**src/gpc_pkg.sv**
```systemverilog
// Constants, register map and carrier types for the general-purpose port block.
// Assumes the processor I/O access is synchronous to core_clk.
package gpc_pkg;

    localparam int PORT_W   = 8;
    localparam int NPORT    = 3;
    localparam int PIN_W    = PORT_W * NPORT;
    localparam int NBANK    = 3;
    localparam int MID_W    = 7;
    localparam int SYNC_LEN = 2;

    // Change-flag bit positions
    localparam int FLAG_LOW  = 0;
    localparam int FLAG_MID  = 1;
    localparam int FLAG_HIGH = 2;

    // I/O addresses
    localparam logic [7:0] ADDR_PORT_BASE = 8'h20;
    localparam logic [7:0] PORT_STRIDE    = 8'h03;
    localparam logic [7:0] OFS_IN         = 8'h00;
    localparam logic [7:0] OFS_DIR        = 8'h01;
    localparam logic [7:0] OFS_OUT        = 8'h02;
    localparam logic [7:0] ADDR_FLAGS     = 8'h3b;
    localparam logic [7:0] ADDR_MASK_LOW  = 8'h6b;
    localparam logic [7:0] ADDR_MASK_MID  = 8'h6c;
    localparam logic [7:0] ADDR_MASK_HIGH = 8'h6d;

    // Reset values
    localparam logic [PIN_W-1:0] PORT_RST = 24'h000000;
    localparam logic [7:0]       MASK_RST = 8'h00;
    localparam logic [7:0]       RD_ZERO  = 8'h00;

    typedef struct packed {
        logic [7:0] addr;
        logic [7:0] wdata;
        logic       we;
        logic       re;
        logic       bit_we;
        logic [2:0] bit_sel;
        logic       bit_val;
    } gpc_io_req_t;

    typedef struct packed {
        logic [PIN_W-1:0] en;
        logic [PIN_W-1:0] oe;
        logic [PIN_W-1:0] out;
    } gpc_alt_t;

    typedef struct packed {
        logic [PIN_W-1:0] out;
        logic [PIN_W-1:0] oe_n;
        logic [PIN_W-1:0] pu;
    } gpc_pad_t;

endpackage

```
**src/gpc_sync.sv**
```systemverilog
// Multi-stage flip-flop synchroniser for the pin inputs.
// Assumes d is asynchronous to core_clk; only the last stage is read.
`timescale 1ns/10ps
module gpc_sync #(
    parameter int W      = 24,
    parameter int STAGES = 2
) (
    input  wire logic         core_clk,
    input  wire logic         rstn,
    input  wire logic [W-1:0] d,
    output logic      [W-1:0] q
);
    typedef struct packed {
        logic [STAGES-1:0][W-1:0] st;
    } gpc_sync_st_t;

    gpc_sync_st_t cur;
    gpc_sync_st_t next_st;

    initial begin
        if (STAGES < 2 || W < 1) begin
            $error("gpc_sync needs at least two stages");
        end
    end

    always_comb begin
        next_st    = cur;
        next_st.st = {cur.st[STAGES-2:0], d};
    end

    always_ff @(posedge core_clk or negedge rstn) begin
        if (!rstn) begin
            cur <= '0;
        end else begin
            cur <= next_st;
        end
    end

    assign q = cur.st[STAGES-1];
endmodule

```
**src/gpc_bank.sv**
```systemverilog
// One pin-change bank: change detection, sticky flag and vector request.
// Assumes pins are already synchronised to core_clk.
`timescale 1ns/10ps
module gpc_bank #(
    parameter int W = 8
) (
    input  wire logic         core_clk,
    input  wire logic         rstn,
    input  wire logic [W-1:0] pins,
    input  wire logic [W-1:0] mask,
    input  wire logic         bank_en,
    input  wire logic         gie,
    input  wire logic         clr,
    output logic              flag,
    output logic              irq
);
    typedef struct packed {
        logic [W-1:0] prev;
        logic         primed;
        logic         flag;
        logic         irq;
    } gpc_bank_st_t;

    gpc_bank_st_t cur;
    gpc_bank_st_t next_st;
    logic         hit;

    initial begin
        if (W < 1 || W > 8) begin
            $error("gpc_bank width must be 1 to 8");
        end
    end

    always_comb begin
        next_st        = cur;
        next_st.prev   = pins;
        next_st.primed = 1'b1;
        // First cycle after reset only loads prev, so a high pin is no change
        hit = cur.primed & bank_en & (|((pins ^ cur.prev) & mask));
        // Set wins over a clear arriving in the same cycle
        next_st.flag = hit | (cur.flag & ~clr);
        next_st.irq  = next_st.flag & bank_en & gie;
    end

    always_ff @(posedge core_clk or negedge rstn) begin
        if (!rstn) begin
            cur <= '0;
        end else begin
            cur <= next_st;
        end
    end

    assign flag = cur.flag;
    assign irq  = cur.irq;
endmodule

```
**src/gpc_port_top.sv**
```systemverilog
// Three 8-bit general-purpose ports with pin-change interrupt banks.
// Assumes a single-cycle I/O strobe interface from the processor core and
// that bank enables, global interrupt enable and pull-up disable live elsewhere.
`timescale 1ns/10ps
// Contract
// - Three bank change flags in bits 2..0 set on an enabled pin change.
// - Flag, global and bank enable raise the bank vector; running it clears flag.
// - Writing one to a flag bit clears it; zero leaves it.
// - Flag register bits 7..3 always read zero.
// - High-bank mask at 0x6D, eight read/write bits gating per-pin detection.
// - Mid-bank mask at 0x6C, bits 6..0 read/write, bit 7 reads zero.
// - Low-bank mask at 0x6B, eight read/write bits gating per-pin detection.
// - A cleared mask bit blocks that pin's change interrupt; masks reset zero.
// - Single-bit set and clear writes alter only the addressed bit.
// - Each port has output-data, direction and input-pins registers, bit per pin.
// - Input-pins reads only; output-data and direction read and write.
// - Writing one to an input-pins bit inverts the output-data bit.
// - Global pull-up disable turns off every pull-up.
// - Direction one makes a pin output, zero makes it input.
// - Input pin with output-data one gets pull-up; otherwise pull-up off.
// - All pins tri-state during reset, with or without clock.
// - Output pin drives its output-data bit value.
// - Alternate function on some pins leaves the others normal I/O.
// - Toggle acts on output-data regardless of direction.
// - Pin inputs pass a two-stage synchroniser before the input-pins register.
// - Pull-up only while global disable is zero; else high impedance.
module gpc_port_top (
    input  wire logic                       core_clk,
    input  wire logic                       rstn,
    input  wire gpc_pkg::gpc_io_req_t       io_req,
    output logic      [7:0]                 io_rdata,
    input  wire logic [gpc_pkg::PIN_W-1:0]  pad_in,
    output gpc_pkg::gpc_pad_t               pad,
    input  wire gpc_pkg::gpc_alt_t          alt,
    input  wire logic                       global_pullup_disable,
    input  wire logic                       global_int_enable,
    input  wire logic [gpc_pkg::NBANK-1:0]  bank_enable_register,
    input  wire logic [gpc_pkg::NBANK-1:0]  vector_ack,
    output logic      [gpc_pkg::NBANK-1:0]  bank_irq
);
    typedef struct packed {
        logic [gpc_pkg::PIN_W-1:0] dir;
        logic [gpc_pkg::PIN_W-1:0] outr;
        logic [7:0]                mask_low;
        logic [gpc_pkg::MID_W-1:0] mask_mid;
        logic [7:0]                mask_high;
        logic [7:0]                rdata;
        gpc_pkg::gpc_pad_t         pad;
    } gpc_top_st_t;

    gpc_top_st_t                 cur;
    gpc_top_st_t                 next_st;
    logic [gpc_pkg::PIN_W-1:0]   pin_sync;
    logic [gpc_pkg::NBANK-1:0]   flags;
    logic [gpc_pkg::NBANK-1:0]   flag_clr;
    logic [gpc_pkg::NBANK-1:0]   irq_w;
    logic [gpc_pkg::NBANK-1:0][7:0] bank_pins;
    logic [gpc_pkg::NBANK-1:0][7:0] bank_mask;

    initial begin
        if (gpc_pkg::PORT_W != 8 || gpc_pkg::NPORT != 3) begin
            $error("gpc_port_top is built for three 8-bit ports");
        end
    end

    // Two flops give 1 to 2 cycles of input delay in place of latch plus register
    gpc_sync #(
        .W      (gpc_pkg::PIN_W),
        .STAGES (gpc_pkg::SYNC_LEN)
    ) u_sync (
        .core_clk (core_clk),
        .rstn     (rstn),
        .d        (pad_in),
        .q        (pin_sync)
    );

    // Low bank is port 0, mid bank port 1 bits 6..0, high bank port 2
    assign bank_pins[gpc_pkg::FLAG_LOW]  = pin_sync[7:0];
    assign bank_pins[gpc_pkg::FLAG_MID]  = {1'b0, pin_sync[14:8]};
    assign bank_pins[gpc_pkg::FLAG_HIGH] = pin_sync[23:16];
    assign bank_mask[gpc_pkg::FLAG_LOW]  = cur.mask_low;
    assign bank_mask[gpc_pkg::FLAG_MID]  = {1'b0, cur.mask_mid};
    assign bank_mask[gpc_pkg::FLAG_HIGH] = cur.mask_high;

    // Clear by vector run or by a one written to the flag bit
    always_comb begin
        for (int b = 0; b < gpc_pkg::NBANK; b++) begin
            flag_clr[b] = vector_ack[b]
                | (io_req.we && io_req.addr == gpc_pkg::ADDR_FLAGS && io_req.wdata[b])
                | (io_req.bit_we && io_req.addr == gpc_pkg::ADDR_FLAGS
                   && io_req.bit_sel == 3'(b) && io_req.bit_val);
        end
    end

    genvar gb;
    generate
        for (gb = 0; gb < gpc_pkg::NBANK; gb++) begin : g_bank
            gpc_bank #(
                .W (8)
            ) u_bank (
                .core_clk (core_clk),
                .rstn     (rstn),
                .pins     (bank_pins[gb]),
                .mask     (bank_mask[gb]),
                .bank_en  (bank_enable_register[gb]),
                .gie      (global_int_enable),
                .clr      (flag_clr[gb]),
                .flag     (flags[gb]),
                .irq      (irq_w[gb])
            );
        end
    endgenerate

    always_comb begin
        logic [7:0] a_in;
        logic [7:0] a_dir;
        logic [7:0] a_out;
        logic [7:0] bsel;
        int         i;
        a_in    = '0;
        a_dir   = '0;
        a_out   = '0;
        bsel    = '0;
        i       = 0;
        next_st = cur;
        bsel    = 8'h01 << io_req.bit_sel;

        for (int p = 0; p < gpc_pkg::NPORT; p++) begin
            a_in  = 8'(gpc_pkg::ADDR_PORT_BASE + gpc_pkg::PORT_STRIDE * 8'(p))
                    + gpc_pkg::OFS_IN;
            a_dir = a_in - gpc_pkg::OFS_IN + gpc_pkg::OFS_DIR;
            a_out = a_in - gpc_pkg::OFS_IN + gpc_pkg::OFS_OUT;
            // Byte writes; the input-pins address only toggles, never stores
            if (io_req.we) begin
                if (io_req.addr == a_dir) begin
                    next_st.dir[p*8 +: 8] = io_req.wdata;
                end
                if (io_req.addr == a_out) begin
                    next_st.outr[p*8 +: 8] = io_req.wdata;
                end
                if (io_req.addr == a_in) begin
                    next_st.outr[p*8 +: 8] = cur.outr[p*8 +: 8] ^ io_req.wdata;
                end
            end
            // Single-bit writes touch only the selected bit
            if (io_req.bit_we) begin
                if (io_req.addr == a_dir) begin
                    next_st.dir[p*8 +: 8] = io_req.bit_val ? (cur.dir[p*8 +: 8] | bsel)
                                          : (cur.dir[p*8 +: 8] & ~bsel);
                end
                if (io_req.addr == a_out) begin
                    next_st.outr[p*8 +: 8] = io_req.bit_val ? (cur.outr[p*8 +: 8] | bsel)
                                           : (cur.outr[p*8 +: 8] & ~bsel);
                end
                if (io_req.addr == a_in && io_req.bit_val) begin
                    next_st.outr[p*8 +: 8] = cur.outr[p*8 +: 8] ^ bsel;
                end
            end
        end

        if (io_req.we) begin
            unique case (io_req.addr)
                gpc_pkg::ADDR_MASK_LOW:  next_st.mask_low  = io_req.wdata;
                gpc_pkg::ADDR_MASK_MID:  next_st.mask_mid  = io_req.wdata[gpc_pkg::MID_W-1:0];
                gpc_pkg::ADDR_MASK_HIGH: next_st.mask_high = io_req.wdata;
                default:                 next_st.mask_low  = next_st.mask_low;
            endcase
        end
        if (io_req.bit_we) begin
            unique case (io_req.addr)
                gpc_pkg::ADDR_MASK_LOW: begin
                    next_st.mask_low = io_req.bit_val ? (cur.mask_low | bsel)
                                     : (cur.mask_low & ~bsel);
                end
                gpc_pkg::ADDR_MASK_MID: begin
                    next_st.mask_mid = io_req.bit_val ? (cur.mask_mid | bsel[6:0])
                                     : (cur.mask_mid & ~bsel[6:0]);
                end
                gpc_pkg::ADDR_MASK_HIGH: begin
                    next_st.mask_high = io_req.bit_val ? (cur.mask_high | bsel)
                                      : (cur.mask_high & ~bsel);
                end
                default: next_st.mask_low = next_st.mask_low;
            endcase
        end

        // Read data is registered; unmapped addresses return zero
        if (io_req.re) begin
            next_st.rdata = gpc_pkg::RD_ZERO;
            unique case (io_req.addr)
                gpc_pkg::ADDR_FLAGS:     next_st.rdata = {5'h00, flags};
                gpc_pkg::ADDR_MASK_LOW:  next_st.rdata = cur.mask_low;
                gpc_pkg::ADDR_MASK_MID:  next_st.rdata = {1'b0, cur.mask_mid};
                gpc_pkg::ADDR_MASK_HIGH: next_st.rdata = cur.mask_high;
                default: begin
                    for (int p = 0; p < gpc_pkg::NPORT; p++) begin
                        a_in  = 8'(gpc_pkg::ADDR_PORT_BASE + gpc_pkg::PORT_STRIDE * 8'(p))
                                + gpc_pkg::OFS_IN;
                        a_dir = a_in - gpc_pkg::OFS_IN + gpc_pkg::OFS_DIR;
                        a_out = a_in - gpc_pkg::OFS_IN + gpc_pkg::OFS_OUT;
                        if (io_req.addr == a_in) begin
                            next_st.rdata = pin_sync[p*8 +: 8];
                        end
                        if (io_req.addr == a_dir) begin
                            next_st.rdata = cur.dir[p*8 +: 8];
                        end
                        if (io_req.addr == a_out) begin
                            next_st.rdata = cur.outr[p*8 +: 8];
                        end
                    end
                end
            endcase
        end

        // Pad drive from the newly written settings; alternate overrides are per pin
        for (i = 0; i < gpc_pkg::PIN_W; i++) begin
            if (alt.en[i]) begin
                next_st.pad.out[i]  = alt.out[i];
                next_st.pad.oe_n[i] = ~alt.oe[i];
                next_st.pad.pu[i]   = 1'b0;
            end else begin
                next_st.pad.out[i]  = next_st.outr[i];
                next_st.pad.oe_n[i] = ~next_st.dir[i];
                next_st.pad.pu[i]   = ~next_st.dir[i] & next_st.outr[i]
                                      & ~global_pullup_disable;
            end
        end
    end

    // Asynchronous reset tri-states every pad without needing a clock edge
    always_ff @(posedge core_clk or negedge rstn) begin
        if (!rstn) begin
            cur.dir       <= gpc_pkg::PORT_RST;
            cur.outr      <= gpc_pkg::PORT_RST;
            cur.mask_low  <= gpc_pkg::MASK_RST;
            cur.mask_mid  <= gpc_pkg::MASK_RST[gpc_pkg::MID_W-1:0];
            cur.mask_high <= gpc_pkg::MASK_RST;
            cur.rdata     <= gpc_pkg::RD_ZERO;
            cur.pad.out   <= gpc_pkg::PORT_RST;
            cur.pad.oe_n  <= ~gpc_pkg::PORT_RST;
            cur.pad.pu    <= gpc_pkg::PORT_RST;
        end else begin
            cur <= next_st;
        end
    end

    assign io_rdata = cur.rdata;
    assign pad      = cur.pad;
    assign bank_irq = irq_w;
endmodule

```
**config.mk**
```make
export PLATFORM = sky130hd
export DESIGN_NAME = gpc_port_top
export DESIGN_NICKNAME = d
export VERILOG_FILES = /design/src/gpc_pkg.sv /design/src/gpc_sync.sv /design/src/gpc_bank.sv /design/src/gpc_port_top.sv
export SDC_FILE = /design/constraint.sdc
export NUM_CORES = 1
export LEC_CHECK = 0
export BUFFER_PORTS_ARGS = -buffer_cell sky130_fd_sc_hd__buf_2
export CAP_MARGIN = 10
export CELL_PAD_IN_SITES_DETAIL_PLACEMENT = 2
export CELL_PAD_IN_SITES_GLOBAL_PLACEMENT = 2
export CORE_UTILIZATION = 39
export DETAILED_ROUTE_END_ITERATION = 10
export PLACE_DENSITY = 0.9
export SETUP_SLACK_MARGIN = 0.05
export SLEW_MARGIN = 20
export SYNTH_ARGS = -nofsm -noshare
export SYNTH_HDL_FRONTEND = slang
export SYNTH_SLANG_ARGS = --single-unit
```
**constraint.sdc**
```tcl
create_clock -name core_clk -period 3.3 [get_ports core_clk]
set_input_delay 0.33 -clock core_clk [delete_from_list [all_inputs] [get_ports core_clk]]
set_output_delay 0.33 -clock core_clk [all_outputs]
set_load 0.01 [all_outputs]
```
==> results.toml <==
[run_status]
status = "finished, final reports clean"

[pwr]
p_leak_nw = 6.81
irDropWorstVdd_mv = 0.452
pwr-share-seq_pct = 41.8
power.total_mw = 7.68
p_int_mw = 5.40
power_switching_mw = 2.28
cellPowerDensity_nw_per_um2 = 493
clock_power_share_pct = 41.2
combPwrFrac_pct = 16.9
sw_frac_of_total_pct = 29.7

[synth]
ys.flop_type = "dfrtp_1"
ys_top_cells_by_area = "dfrtp_1, mux2i_1, buf_4"
synth_top_cell_by_area = "dfrtp_1"
ys_types = 92
syn_avg_cell_area_um2 = 9.77
synth_seq_cells = 229
synth_top_cell_area_share_pct = 39.7
synth_edf_count = 0
ys_seq_area_share_pct = 44.6
synthesis.instances = 1323
synth_fp_nets = 1452
synth_most_common_cell = "dfrtp_1"
syn-cell-area_um2 = 12900
synthArstFlopShare_pct = 100
yosys_warnings = 0
synthTopCellsByCount = "dfrtp_1, nand2_1, buf_4"

[sta]
fin_skew_ps = 23.5
timing.fmax_mhz = 355
tns_ps = 0
setup_viol = 0
slew_viol_final = 0
min_period_ps = 2820
tightest_slew_ps = 892
final_hold_viol_count = 0
rsz0062_at_grt = "false"
timing.slew.headroom_pct = 40.1
period_share_pct = 85.3

[cts]
cts.sinks = 229
cts-buffers-inserted = 26
cts_tree = "yes"
path_clk_slew_ps = 70
cts_resized = 0
cts_buffer_depth = 3
htree_num_levels = 1
ctsRootBufferMaster = "clkbuf_16"
clk_latency_ps = 560

[setup_path]
reg2reg_slack_ps = 1370
rr_startpoint = "cur[105]$_DFF_PN0_"
critical_path_class = "in2reg"
slowest_stage = "nand4_1"
path_buf_inv = 3
cp_cell_sequence = "buf_2 -> buf_4 -> nand4_1 -> o311ai_0 -> o211ai_1 -> mux2i_1 -> dlygate4sd3_1"
required_ps = 3790
crit_fanout = 32
critical_path.endpoint_type = "flop"
worstPathArrival_ps = 3310
worst_setup_path_start_kind = "input port"
r2r_cells = 4
r2r_end = "io_rdata[2]$_DFFE_PN0P_"
critPathTopFamily = "buffers and inverters"
crit_path_max_incr_delay_ps = 590

[cells_and_area]
finalNetCount = 1632
drive_above_1_share_pct = 25.4
areaGrowthSynthToFinish_pct = 20.6

[global_routing]
grt_remaining_overflow = 0
grt_pass1_wl_um = 86100
antenna_found_initial = 2
grt_pass1_vias = 13600
grt_max_degree = 88
grt_usage_pct = 34.1

[job]
maxCapViolCount = 0

[floorplanning]
start_util_pct = 39.7
coreArea_um2 = 32500
die_width_um = 184
dieArea_um2 = 33900
die_y_um = 184
row_count = 66
io_pins = 212

[hold_path]
min_to = "pad[69]$_DFF_PN0_"
min_from = "alt[21]"
whs_path_depth = 3
hold_path_class = "in2reg"

[detailed_routing]
dr.pass1.iters = 7
wl_um = 58500
drtIter0Drc = 1210
wire_per_inst_um = 29.7
viasPerCell = 6.34
dr_total_vias = 12500
antenna_left = 0
drc = 0

[placed_design]
portBuffers = 211
gp_congestion = 0.959
dp_hpwl_um = 39000
## how the worst max path moves through the flow
stage	cells after the start	endpoint	from	slack, ps
floorplan	6	pad[18]$_DFF_PN0_	io_req[16]	1100
global placement	8	pad[9]$_DFF_PN0_	io_req[21]	650
detailed placement	8	pad[13]$_DFF_PN0_	io_req[21]	520
CTS	7	pad[41]$_DFF_PN1_	io_req[16]	760
global route	7	pad[46]$_DFF_PN1_	io_req[16]	490
finish	7	pad[46]$_DFF_PN1_	io_req[16]	480
## kinds of logic (layout without fill, tap and decap cells)
group / Yosys count / in the layout / synth area share [%]
multiplexers: 77 / 77 / 6.75
AO/OA/AOI/OAI: 355 / 355 / 19.1
other: 1 / 3 / 0.0290
buffers and inverters: 218 / 418 / 9.35
flip-flops: 229 / 229 / 44.6
XOR/XNOR: 53 / 53 / 3.59
AND/OR/NAND/NOR: 390 / 390 / 16.6
## power groups by stage
stage          clock network (mW)  logic, mW  registers [mW]
2_1_floorplan                   0      0.771            3.16
3_3_place_gp                    0       1.10            3.23
3_5_place_dp                    0       1.17            3.24
4_1_cts                      3.18       1.26            3.20
5_1_grt                      3.29       1.37            3.22
6_report                     3.17       1.30            3.21
## metal layers
| metal | global-route usage, % | vias up | part of all wire [%] |
|---|---|---|---|
| li1 | - | 5150 | - |
| met1 | 40.9 | 6332 | 37 |
| met2 | 57.7 | 770 | 49 |
| met3 | 6.04 | 209 | 8.8 |
| met4 | 19.2 | 0 | 5.9 |
| met5 | 0 | - | 0 |
## through the flow
step | hold WS, ps | setup WS, ps | area, um2 | utilization [%] | instances
3_3_place_gp | 332 | 647 | 13900 | 42.7 | 1840
4_1_cts | 0.401 | 760 | 15600 | 47.9 | 1965
2_1_floorplan | 34.4 | 1100 | 12900 | - | 1323
3_5_place_dp | 342 | 515 | 13900 | 42.7 | 1840
6_report | 19.0 | 485 | 15600 | 47.9 | 1967
5_1_grt | 11.4 | 492 | 15600 | 47.9 | 1966
## what timing repair did
action	in CTS	in global routing
hold buffers	77	0
endpoints found under the hold margin	141	0
setup buffers	0	0
## worst register-to-register path, cell delays in order (launching register included)
cell,delay [ps]
dfrtp_1,470
mux4_2,560
a21oi_1,200
o22a_1,240
o22ai_1,270
## layout by cell type, fill, tap and decap left out, types with 44 or more instances in the layout
cell type	count
o21ai_0	45
a21oi_1	57
buf_4	45
a31oi_1	44
buf_2	210
dlygate4sd3_1	77
mux2i_1	68
dfrtp_1	205
nand2_1	123
nor2_1	81
## area by class of cell
cell class                      instances  area, um2
Antenna cell                            2       5.00
Sequential cell                       229       5760
Timing Repair Buffer                  336       2230
Fill cell                            3380      16900
Clock inverter                         12        180
Multi-Input combinational cell        876       5990
Inverter                               34        128
Tap cell                              442        553
Clock buffer                           36        738
Power figures use the tool's default switching activity.
